**src/shared/ccg_defs.vh**
```
`ifndef CCG_DEFS_VH
`define CCG_DEFS_VH

// -----------------------------------------------------------------
// governor control register layout
// -----------------------------------------------------------------
`define CCG_GOV_EN_BIT 7
`define CCG_WIDTH_HI 4
`define CCG_WIDTH_LO 0
`define CCG_WIDTH_FULL 5'h1f
`define CCG_WIDTH_ZERO 5'h00
`define CCG_GOV_EN_RST 1'b0

// -----------------------------------------------------------------
// synth control register layout
// -----------------------------------------------------------------
`define CCG_SYNTH_OFF_BIT 3
`define CCG_WAKE_SEL_HI 1
`define CCG_WAKE_SEL_LO 0
`define CCG_WAKE_SEL_RST 2'h3

// -----------------------------------------------------------------
// timing counts
// -----------------------------------------------------------------
`define CCG_FRAME_LAST 5'h1e
`define CCG_STOP_CYCLES 5'h1e
`define CCG_WAKE_D00 7'h20
`define CCG_WAKE_D01 7'h30
`define CCG_WAKE_D10 7'h40
`define CCG_WAKE_D11 7'h60

// -----------------------------------------------------------------
// mode codes shown on the status port
// -----------------------------------------------------------------
`define CCG_MODE_NORMAL 2'h0
`define CCG_MODE_BURST 2'h1
`define CCG_MODE_DOZE 2'h2
`define CCG_MODE_SLEEP 2'h3

`endif

```
**src/core/ccg_sync3.v**
```verilog
`timescale 1ns/10ps
// three-stage synchroniser with agreement filter and rise tick
module ccg_sync3 (
    input wire clk_in,
    input wire rst_in,
    input wire async_in,
    output reg level_out,
    output reg rise_out
);

    reg s1_q;
    reg s2_q;
    reg s3_q;

    // -------------------------------------------------------------
    // capture chain
    // -------------------------------------------------------------
    // only s2 reads s1
    always @(posedge clk_in) begin
        if (rst_in) begin
            s1_q <= 1'b0;
            s2_q <= 1'b0;
            s3_q <= 1'b0;
        end else begin
            s1_q <= async_in;
            s2_q <= s1_q;
            s3_q <= s2_q;
        end
    end

    // -------------------------------------------------------------
    // filtered level and rise pulse
    // -------------------------------------------------------------
    // change taken once s2 and s3 agree
    always @(posedge clk_in) begin
        if (rst_in) begin
            level_out <= 1'b0;
            rise_out <= 1'b0;
        end else begin
            rise_out <= 1'b0;
            if (s2_q == s3_q) begin
                level_out <= s3_q;
                rise_out <= s3_q & ~level_out;
            end
        end
    end

endmodule // ccg_sync3

```
**src/core/ccg_down_cnt.v**
```verilog
`timescale 1ns/10ps
// loadable down counter with zero flag
module ccg_down_cnt #(
    parameter WIDTH = 7
) (
    input wire clk_in,
    input wire rst_in,
    input wire load_in,
    input wire [WIDTH-1:0] load_val_in,
    input wire step_in,
    output wire zero_out
);

    reg [WIDTH-1:0] cnt_q;

    // -------------------------------------------------------------
    // count
    // -------------------------------------------------------------
    // load has priority, stop at zero
    always @(posedge clk_in) begin
        if (rst_in) begin
            cnt_q <= {WIDTH{1'b0}};
        end else if (load_in) begin
            cnt_q <= load_val_in;
        end else if (step_in && (cnt_q != {WIDTH{1'b0}})) begin
            cnt_q <= cnt_q - {{(WIDTH-1){1'b0}}, 1'b1};
        end
    end

    assign zero_out = (cnt_q == {WIDTH{1'b0}});

endmodule // ccg_down_cnt

```
**src/core/ccg_governor.v**
```verilog
`timescale 1ns/10ps
`include "ccg_defs.vh"
// core clock burst gating and sleep control
module ccg_governor #(
    parameter ADDR_W = 24,
    parameter LEVEL_W = 3
) (
    input wire CLK_IN,
    input wire SYS_RST_IN,
    input wire GOV_WR_IN,
    input wire [7:0] GOV_WDATA_IN,
    input wire SYNTH_WR_IN,
    input wire [7:0] SYNTH_WDATA_IN,
    input wire SLOW_CLK_IN,
    input wire WAKE_IN,
    input wire [LEVEL_W-1:0] WAKE_LEVEL_IN,
    input wire CORE_GRANT_IN,
    input wire DMA_BUSY_IN,
    input wire [ADDR_W-1:0] ADDR_IN,
    input wire RTC_IRQ_IN,
    output reg CORE_CLK_EN_OUT,
    output reg SYS_CLK_EN_OUT,
    output reg SYNTH_RUN_OUT,
    output reg CORE_BUS_REQ_OUT,
    output reg DMA_GRANT_OUT,
    output reg [ADDR_W-1:0] ADDR_OUT,
    output reg SLOW_TICK_OUT,
    output reg RTC_IRQ_OUT,
    output reg [LEVEL_W-1:0] IRQ_LEVEL_OUT,
    output reg IRQ_LEVEL_VALID_OUT,
    output reg [7:0] GOV_CTRL_OUT,
    output reg [7:0] SYNTH_CTRL_OUT,
    output reg [1:0] MODE_OUT
);

    // -------------------------------------------------------------
    // state codes
    // -------------------------------------------------------------
    localparam [1:0] C_RUN = 2'h0;
    localparam [1:0] C_REQ = 2'h1;
    localparam [1:0] C_OFF = 2'h2;
    localparam [1:0] C_RESUME = 2'h3;
    localparam [1:0] P_ON = 2'h0;
    localparam [1:0] P_STOPPING = 2'h1;
    localparam [1:0] P_ASLEEP = 2'h2;
    localparam [1:0] P_WAKING = 2'h3;

    // -------------------------------------------------------------
    // wake delay decode
    // -------------------------------------------------------------
    function [6:0] wake_delay;
        input [1:0] sel;
        begin
            case (sel)
                2'h0: wake_delay = `CCG_WAKE_D00;
                2'h1: wake_delay = `CCG_WAKE_D01;
                2'h2: wake_delay = `CCG_WAKE_D10;
                default: wake_delay = `CCG_WAKE_D11;
            endcase
        end
    endfunction

    reg gov_en_q;
    reg gov_en_d;
    reg [4:0] width_q;
    reg [4:0] width_d;
    reg synth_off_q;
    reg synth_off_d;
    reg [1:0] wake_sel_q;
    reg [1:0] wake_sel_d;
    reg [4:0] frame_q;
    reg [4:0] frame_d;
    reg [1:0] cst_q;
    reg [1:0] cst_d;
    reg [1:0] pst_q;
    reg [1:0] pst_d;
    reg [LEVEL_W-1:0] lvl_q;
    reg [LEVEL_W-1:0] lvl_d;
    reg lvl_pend_q;
    reg lvl_pend_d;
    reg stop_load;
    reg wake_load;
    reg slot_on;
    reg sys_run;
    wire slow_level;
    wire slow_rise;
    wire stop_zero;
    wire wake_zero;

    // -------------------------------------------------------------
    // slow crystal clock sampling
    // -------------------------------------------------------------
    // slow clock is a pin, synchronised
    ccg_sync3 u_slow_sync (
        .clk_in(CLK_IN),
        .rst_in(SYS_RST_IN),
        .async_in(SLOW_CLK_IN),
        .level_out(slow_level),
        .rise_out(slow_rise)
    );

    // -------------------------------------------------------------
    // delay counters
    // -------------------------------------------------------------
    // stop delay counts system cycles
    ccg_down_cnt #(
        .WIDTH(5)
    ) u_stop_cnt (
        .clk_in(CLK_IN),
        .rst_in(SYS_RST_IN),
        .load_in(stop_load),
        .load_val_in(`CCG_STOP_CYCLES - 5'h01),
        .step_in(1'b1),
        .zero_out(stop_zero)
    );

    // wake delay counts slow crystal periods
    ccg_down_cnt #(
        .WIDTH(7)
    ) u_wake_cnt (
        .clk_in(CLK_IN),
        .rst_in(SYS_RST_IN),
        .load_in(wake_load),
        .load_val_in(wake_delay(wake_sel_q)),
        .step_in(slow_rise),
        .zero_out(wake_zero)
    );

    // -------------------------------------------------------------
    // control register writes
    // -------------------------------------------------------------
    // wake clears enable, width kept
    always @* begin
        gov_en_d = gov_en_q;
        width_d = width_q;
        synth_off_d = synth_off_q;
        wake_sel_d = wake_sel_q;
        if (GOV_WR_IN) begin
            gov_en_d = GOV_WDATA_IN[`CCG_GOV_EN_BIT];
            width_d = GOV_WDATA_IN[`CCG_WIDTH_HI:`CCG_WIDTH_LO];
        end
        if (SYNTH_WR_IN) begin
            synth_off_d = SYNTH_WDATA_IN[`CCG_SYNTH_OFF_BIT];
            wake_sel_d = SYNTH_WDATA_IN[`CCG_WAKE_SEL_HI:`CCG_WAKE_SEL_LO];
        end
        if (WAKE_IN) begin
            gov_en_d = 1'b0;
        end
        if (WAKE_IN && (pst_q != P_ON)) begin
            synth_off_d = 1'b0;
        end
    end

    // -------------------------------------------------------------
    // burst frame position
    // -------------------------------------------------------------
    // frame of 31 slow periods, slot compare
    always @* begin
        frame_d = frame_q;
        if (slow_rise) begin
            if (frame_q == `CCG_FRAME_LAST) begin
                frame_d = 5'h00;
            end else begin
                frame_d = frame_q + 5'h01;
            end
        end
        if (!gov_en_q) begin
            slot_on = 1'b1;
        end else if (width_q == `CCG_WIDTH_FULL) begin
            slot_on = 1'b1;
        end else if (width_q == `CCG_WIDTH_ZERO) begin
            slot_on = 1'b0;
        end else begin
            slot_on = (frame_q < width_q);
        end
    end

    // -------------------------------------------------------------
    // core clock gate and bus handover
    // -------------------------------------------------------------
    // outside sleep, clock stops only after the core grants the bus
    always @* begin
        cst_d = cst_q;
        case (cst_q)
            C_RUN: begin
                if (!slot_on) begin
                    cst_d = C_REQ;
                end
            end
            C_REQ: begin
                if (slot_on) begin
                    cst_d = C_RUN;
                end else if (CORE_GRANT_IN) begin
                    cst_d = C_OFF;
                end
            end
            C_OFF: begin
                if (slot_on) begin
                    cst_d = C_RESUME;
                end
            end
            C_RESUME: begin
                if (!DMA_BUSY_IN) begin
                    cst_d = C_RUN;
                end
            end
            default: begin
                cst_d = C_RUN;
            end
        endcase
    end

    // -------------------------------------------------------------
    // synth shutdown and restart
    // -------------------------------------------------------------
    // stop after delay, restart after wake delay
    always @* begin
        pst_d = pst_q;
        stop_load = 1'b0;
        wake_load = 1'b0;
        case (pst_q)
            P_ON: begin
                if (synth_off_q) begin
                    pst_d = P_STOPPING;
                    stop_load = 1'b1;
                end
            end
            P_STOPPING: begin
                if (!synth_off_q) begin
                    pst_d = P_ON;
                end else if (stop_zero) begin
                    pst_d = P_ASLEEP;
                end
            end
            P_ASLEEP: begin
                if (!synth_off_q) begin
                    pst_d = P_WAKING;
                    wake_load = 1'b1;
                end
            end
            P_WAKING: begin
                if (wake_zero) begin
                    pst_d = P_ON;
                end
            end
            default: begin
                pst_d = P_ON;
            end
        endcase
        sys_run = (pst_d == P_ON) || (pst_d == P_STOPPING);
    end

    // -------------------------------------------------------------
    // wake level capture
    // -------------------------------------------------------------
    // level served once clocks are back
    always @* begin
        lvl_d = lvl_q;
        lvl_pend_d = lvl_pend_q;
        if (WAKE_IN) begin
            lvl_d = WAKE_LEVEL_IN;
            lvl_pend_d = 1'b1;
        end else if (lvl_pend_q && sys_run) begin
            lvl_pend_d = 1'b0;
        end
    end

    // -------------------------------------------------------------
    // state registers
    // -------------------------------------------------------------
    // reset places the device in normal mode
    always @(posedge CLK_IN) begin
        if (SYS_RST_IN) begin
            gov_en_q <= `CCG_GOV_EN_RST;
            width_q <= `CCG_WIDTH_FULL;
            synth_off_q <= 1'b0;
            wake_sel_q <= `CCG_WAKE_SEL_RST;
            frame_q <= 5'h00;
            cst_q <= C_RUN;
            pst_q <= P_ON;
            lvl_q <= {LEVEL_W{1'b0}};
            lvl_pend_q <= 1'b0;
        end else begin
            gov_en_q <= gov_en_d;
            width_q <= width_d;
            synth_off_q <= synth_off_d;
            wake_sel_q <= wake_sel_d;
            frame_q <= frame_d;
            cst_q <= cst_d;
            pst_q <= pst_d;
            lvl_q <= lvl_d;
            lvl_pend_q <= lvl_pend_d;
        end
    end

    // -------------------------------------------------------------
    // registered outputs
    // -------------------------------------------------------------
    // every output taken from a flip-flop on a clock edge
    always @(posedge CLK_IN) begin
        if (SYS_RST_IN) begin
            CORE_CLK_EN_OUT <= 1'b1;
            SYS_CLK_EN_OUT <= 1'b1;
            SYNTH_RUN_OUT <= 1'b1;
            CORE_BUS_REQ_OUT <= 1'b0;
            DMA_GRANT_OUT <= 1'b0;
            ADDR_OUT <= {ADDR_W{1'b0}};
            SLOW_TICK_OUT <= 1'b0;
            RTC_IRQ_OUT <= 1'b0;
            IRQ_LEVEL_OUT <= {LEVEL_W{1'b0}};
            IRQ_LEVEL_VALID_OUT <= 1'b0;
            GOV_CTRL_OUT <= 8'h00;
            SYNTH_CTRL_OUT <= 8'h00;
            MODE_OUT <= `CCG_MODE_NORMAL;
        end else begin
            // gate enable changes only at edges
            CORE_CLK_EN_OUT <= sys_run && ((cst_d == C_RUN) || (cst_d == C_REQ));
            SYS_CLK_EN_OUT <= sys_run;
            SYNTH_RUN_OUT <= (pst_d != P_ASLEEP);
            CORE_BUS_REQ_OUT <= (cst_d != C_RUN);
            DMA_GRANT_OUT <= (cst_d == C_OFF) || (cst_d == C_RESUME);
            if (sys_run) begin
                ADDR_OUT <= ADDR_IN;
            end
            SLOW_TICK_OUT <= slow_rise;
            RTC_IRQ_OUT <= RTC_IRQ_IN;
            IRQ_LEVEL_OUT <= lvl_d;
            // pending level shown on the first edge with clocks running
            IRQ_LEVEL_VALID_OUT <= lvl_pend_q && sys_run;
            GOV_CTRL_OUT <= {gov_en_d, 2'h0, width_d};
            SYNTH_CTRL_OUT <= {4'h0, synth_off_d, 1'b0, wake_sel_d};
            // mode summary
            if (pst_d != P_ON) begin
                MODE_OUT <= `CCG_MODE_SLEEP;
            end else if (!gov_en_d) begin
                MODE_OUT <= `CCG_MODE_NORMAL;
            end else if (width_d == `CCG_WIDTH_ZERO) begin
                MODE_OUT <= `CCG_MODE_DOZE;
            end else begin
                MODE_OUT <= `CCG_MODE_BURST;
            end
        end
    end

    // slow level is used only through its tick
    wire unused_slow = slow_level;

endmodule // ccg_governor

```
**config.mk**
```make
export PLATFORM = sky130hd
export DESIGN_NAME = ccg_governor
export DESIGN_NICKNAME = d
export VERILOG_FILES = /design/src/core/ccg_sync3.v /design/src/core/ccg_down_cnt.v /design/src/core/ccg_governor.v
export VERILOG_INCLUDE_DIRS = /design/src /design/src/shared
export SDC_FILE = /design/constraint.sdc
export NUM_CORES = 1
export LEC_CHECK = 0
export ABC_AREA = 0
export BUFFER_PORTS_ARGS = -buffer_cell sky130_fd_sc_hd__buf_2
export CAP_MARGIN = 30
export CELL_PAD_IN_SITES_DETAIL_PLACEMENT = 1
export CELL_PAD_IN_SITES_GLOBAL_PLACEMENT = 1
export CORE_ASPECT_RATIO = 1.25
export CORE_MARGIN = 2
export CORE_UTILIZATION = 37
export DETAILED_ROUTE_END_ITERATION = 16
export PLACE_DENSITY = 0.89
export SYNTH_ARGS = -nofsm -noshare
export SYNTH_HDL_FRONTEND = slang
export SYNTH_SLANG_ARGS = --single-unit
```
**constraint.sdc**
```tcl
create_clock -name CLK_IN -period 2.57 [get_ports CLK_IN]
set_input_delay 0.3855 -clock CLK_IN [delete_from_list [all_inputs] [get_ports CLK_IN]]
set_output_delay 0.3855 -clock CLK_IN [all_outputs]
set_load 0.05 [all_outputs]
```
==> summary.txt <==
STA
  – Setup TNS Final: 0 ns
  – Min cycle time layout: 2.05 ns
  – Unrepaired setup endpoints after global routing: no
  – Fin. Hold Viols: 0
  – Clk_skew: 0.0122 ns
  – Final worst slack: 0.522 ns
  – Ratio of final minimum period to clock period: 79.7%
  – Pins Over Slew Limit: 0
  – Final setup vio count: 0
  – Worst Max-Slew Pin Slew: 0.613 ns
  – Highest Clock Rate: 0.488 GHz
  – Slew margin rel.: 58.9%

Setup path
  – Critical Path Start: width_q[2]$_SDFF_PP1_
  – FF-to-FF End: CORE_CLK_EN_OUT$_SDFF_PP1_
  – Reg2Reg Depth: 7
  – Required @ worst endpoint: 2.81 ns
  – Crit-path max FO: 4
  – Setup slack, reg-to-reg: 0.52 ns
  – End of the critical path: CORE_CLK_EN_OUT$_SDFF_PP1_
  – Crit path kind: flip-flop to flip-flop
  – RR Startpoint: width_q[2]$_SDFF_PP1_
  – Crit path launch type: flip-flop
  – Worst EP arrival: 2.29 ns
  – CP Capture Type: flip-flop

Drt
  – Via/cell ratio: 4.98
  – Final wirelength: 7.64 mm
  – WL/cell: 14.2 microns
  – DR vias: 2680
  – Detail Route Antenna Nets: 0
  – 1st-iter DRT viols: 58
  – Remaining DRCs: 0
  – Total iterations of the first detailed-routing run: 4

Clocking
  – CTS Buf Count: 9
  – Root buf cell: clkbuf_8
  – Clock Pin Slew Worst Setup and Hold Paths: 0.09 ns
  – Worst skew pair latency: 0.34 ns
  – CTS Sinks: 79
  – Maximum root-to-sink buffer count: 2
  – Number of H-tree levels: 3
  – Post-CTS setup buffer count: 0
  – Post-CTS Hold Buffers: 0
  – CTS tree: done
  – Post-cts sizing count: 0

Cells and area
  – Diodes inserted: 0
  – Layout cells sized above 1: 27.4%
  – P&R area growth vs syn: 19.4%
  – Post-layout util: 45.9%
  – Post-route cell area: 3820 sq um
  – Fin nets: 498

Yosys
  – Post-synth EDFFs: 0
  – Instance count of the mapped netlist: 353
  – Post-synth ARST share: 0%
  – Top FF cell, synth: dfxtp_1
  – Seq/Total Area, Yosys: 49.4%
  – Post-synth top area cell: dfxtp_1
  – Synthesized area per cell: 9.07 sq um
  – Yosys top cell area share: 49.4%
  – #FFs+latches synth: 79
  – Synth warnings: 0
  – Mapped cell area: 3200 sq um
  – Largest cells by area after synthesis: dfxtp_1 49%, nand2_1 6.5%, a21oi_1 5.8%
  – Distinct cell type count of the synthesized netlist: 46

Global route
  – GR Util met2: 30.3%
  – Met1 Resource Use GR: 18.6%
  – Initial antenna violation count: 0
  – M3 GR Usage: 4.89%
  – Vias in the first global route: 2828
  – Gr ovfl total: 0
  – First-pass GRT wire length: 12.6 mm
  – Tot GR Track Use: 17.0%
  – Largest net degree at the start of global routing: 32
  – Most used routing layer: met2

Pwr
  – Seq pwr share: 50.3%
  – Sw Share: 31.9%
  – Peak supply drop: 0.349 mV
  – Pint: 0.00185 W
  – Sw Pwr: 0.000868 W
  – Clock Power Share: 28.9%
  – Gate power share: 20.9%
  – Leakage: 1.76 nW
  – Pwr Density: 712 nW/um^2

Floorplanning
  – Core area: 8330 sq um
  – Num ports: 105
  – Row Count: 37
  – Initial Util: 38.4%
  – Die Wd: 87.2 microns
  – Die H: 108 microns
  – Area of the die: 9410 sq um

Status
  – Outcome: complete, no violations

Place
  – Detailed placement HPWL: 5.74 mm
  – Place WS: 0.602 ns
  – # port buffers: 90
  – Placer Congestion: 0.717
  – Area post-placement: 3660 sq um

Run
  – Total of max-cap violations: 0

Min path
  – Worst Hold Class: primary input to flip-flop
  – HP Start: SLOW_CLK_IN
[cells in the mapped netlist (all sizes together) (3+ instances only)]
master  count
nor3       11
a21oi      37
nand4       4
dfxtp      79
xnor2       3
inv        16
nor2       29
a31o        4
clkbuf     13
a31oi       4
o21ai       6
xor2        7
buf        16
nand3b      3
mux2i      13
ha          9
o21a        3
nor2b       6
nand2      55
nand2b      9
a211oi      5
[power groups by stage]
stage / Combinational [W] / Sequential (W) / Clock [W]
after CTS: 0.000576 / 0.00137 / 0.000811
after global placement: 0.000549 / 0.00139 / 0
final: 0.000568 / 0.00137 / 0.000786
after floorplan: 0.000303 / 0.00152 / 0
after detailed placement: 0.000571 / 0.00140 / 0
after global routing: 0.000631 / 0.00138 / 0.000862
[per-layer routing]
metal | vias to the layer above | wire length, microns
met5 | - | 0
met4 | 0 | 184
met3 | 16 | 416
met2 | 84 | 3810
met1 | 1244 | 3230
li1 | 1336 | -
[cells by family (layout without fill, tap and decap cells)]
family	count (synthesis)	in the layout	synth area share [%]
AO/OA/AOI/OAI	65	65	12.6
XOR/XNOR	10	10	2.74
adder cells (fa/ha/maj)	9	9	3.52
buffers and inverters	45	127	7.54
flip-flops	79	79	49.4
multiplexers	13	13	4.07
other	1	7	0.117
AND/OR/NAND/NOR	131	131	20.0
[registers in the layout, indices dropped and copies added, names as in the netlist, 3 cells and up]
name and flops:
u_stop_cnt.cnt_q 5, GOV_CTRL_OUT 5, width_q 5, frame_q 5
ADDR_OUT 24, u_wake_cnt.cnt_q 7, IRQ_LEVEL_OUT 3
[critical path, cell delays in order (launching register included)]
cell	delay (ns)
dfxtp_1	0.39
inv_1	0.08
ha_1	0.31
o21ai_0	0.10
o21a_1	0.18
o21ai_0	0.41
nand4_1	0.21
a31o_1	0.26
[worst min path at each step]
stage	endpoint	slack (ns)	cells past startpoint
6_report	u_slow_sync.s1_q$_SDFF_PP0_	0.25	2
5_1_grt	u_slow_sync.s1_q$_SDFF_PP0_	0.25	2
4_1_cts	u_slow_sync.s1_q$_SDFF_PP0_	0.23	2
3_5_place_dp	ADDR_OUT[0]$_SDFFE_PP0P_	0.44	2
3_3_place_gp	ADDR_OUT[7]$_SDFFE_PP0P_	0.44	2
2_1_floorplan	u_slow_sync.s2_q$_SDFF_PP0_	0.41	1
[placed cells by master, fill, tap and decap left out, types with 3 or more instances in the layout]
| cell type | count |
|---|---|
| nand2_1 | 55 |
| a21oi_1 | 37 |
| inv_1 | 16 |
| clkinv_2 | 3 |
| mux2i_1 | 13 |
| buf_2 | 90 |
| nand3b_1 | 3 |
| nor2_1 | 28 |
| dfxtp_1 | 79 |
| nand2b_1 | 9 |
| buf_4 | 6 |
| ha_1 | 9 |
| conb_1 | 7 |
| clkbuf_8 | 9 |
| o21ai_0 | 6 |
| nand4_1 | 4 |
| nor3_1 | 11 |
| a211oi_1 | 5 |
| xor2_1 | 7 |
| xnor2_1 | 3 |
| o21a_1 | 3 |
| nor2b_1 | 6 |
[area by class of cell]
type	count	area [sq um]
fill	1019	4510
sequential	79	1580
multi-input combinational	235	1400
timing repair buffer	96	495
clock buffer	9	124
tap	97	121
inverter	16	60.1
clock inverter	6	38.8
[metrics by stage]
step / power (W) / hold WS (ns) / instances
floorplan: 0.00182 / 0.414 / 359
global placement: 0.00194 / 0.435 / 523
detailed placement: 0.00197 / 0.442 / 523
CTS: 0.00276 / 0.231 / 538
global route: 0.00287 / 0.254 / 538
finish: 0.00272 / 0.246 / 538
Note: power is estimated with default switching activity, not from simulation.
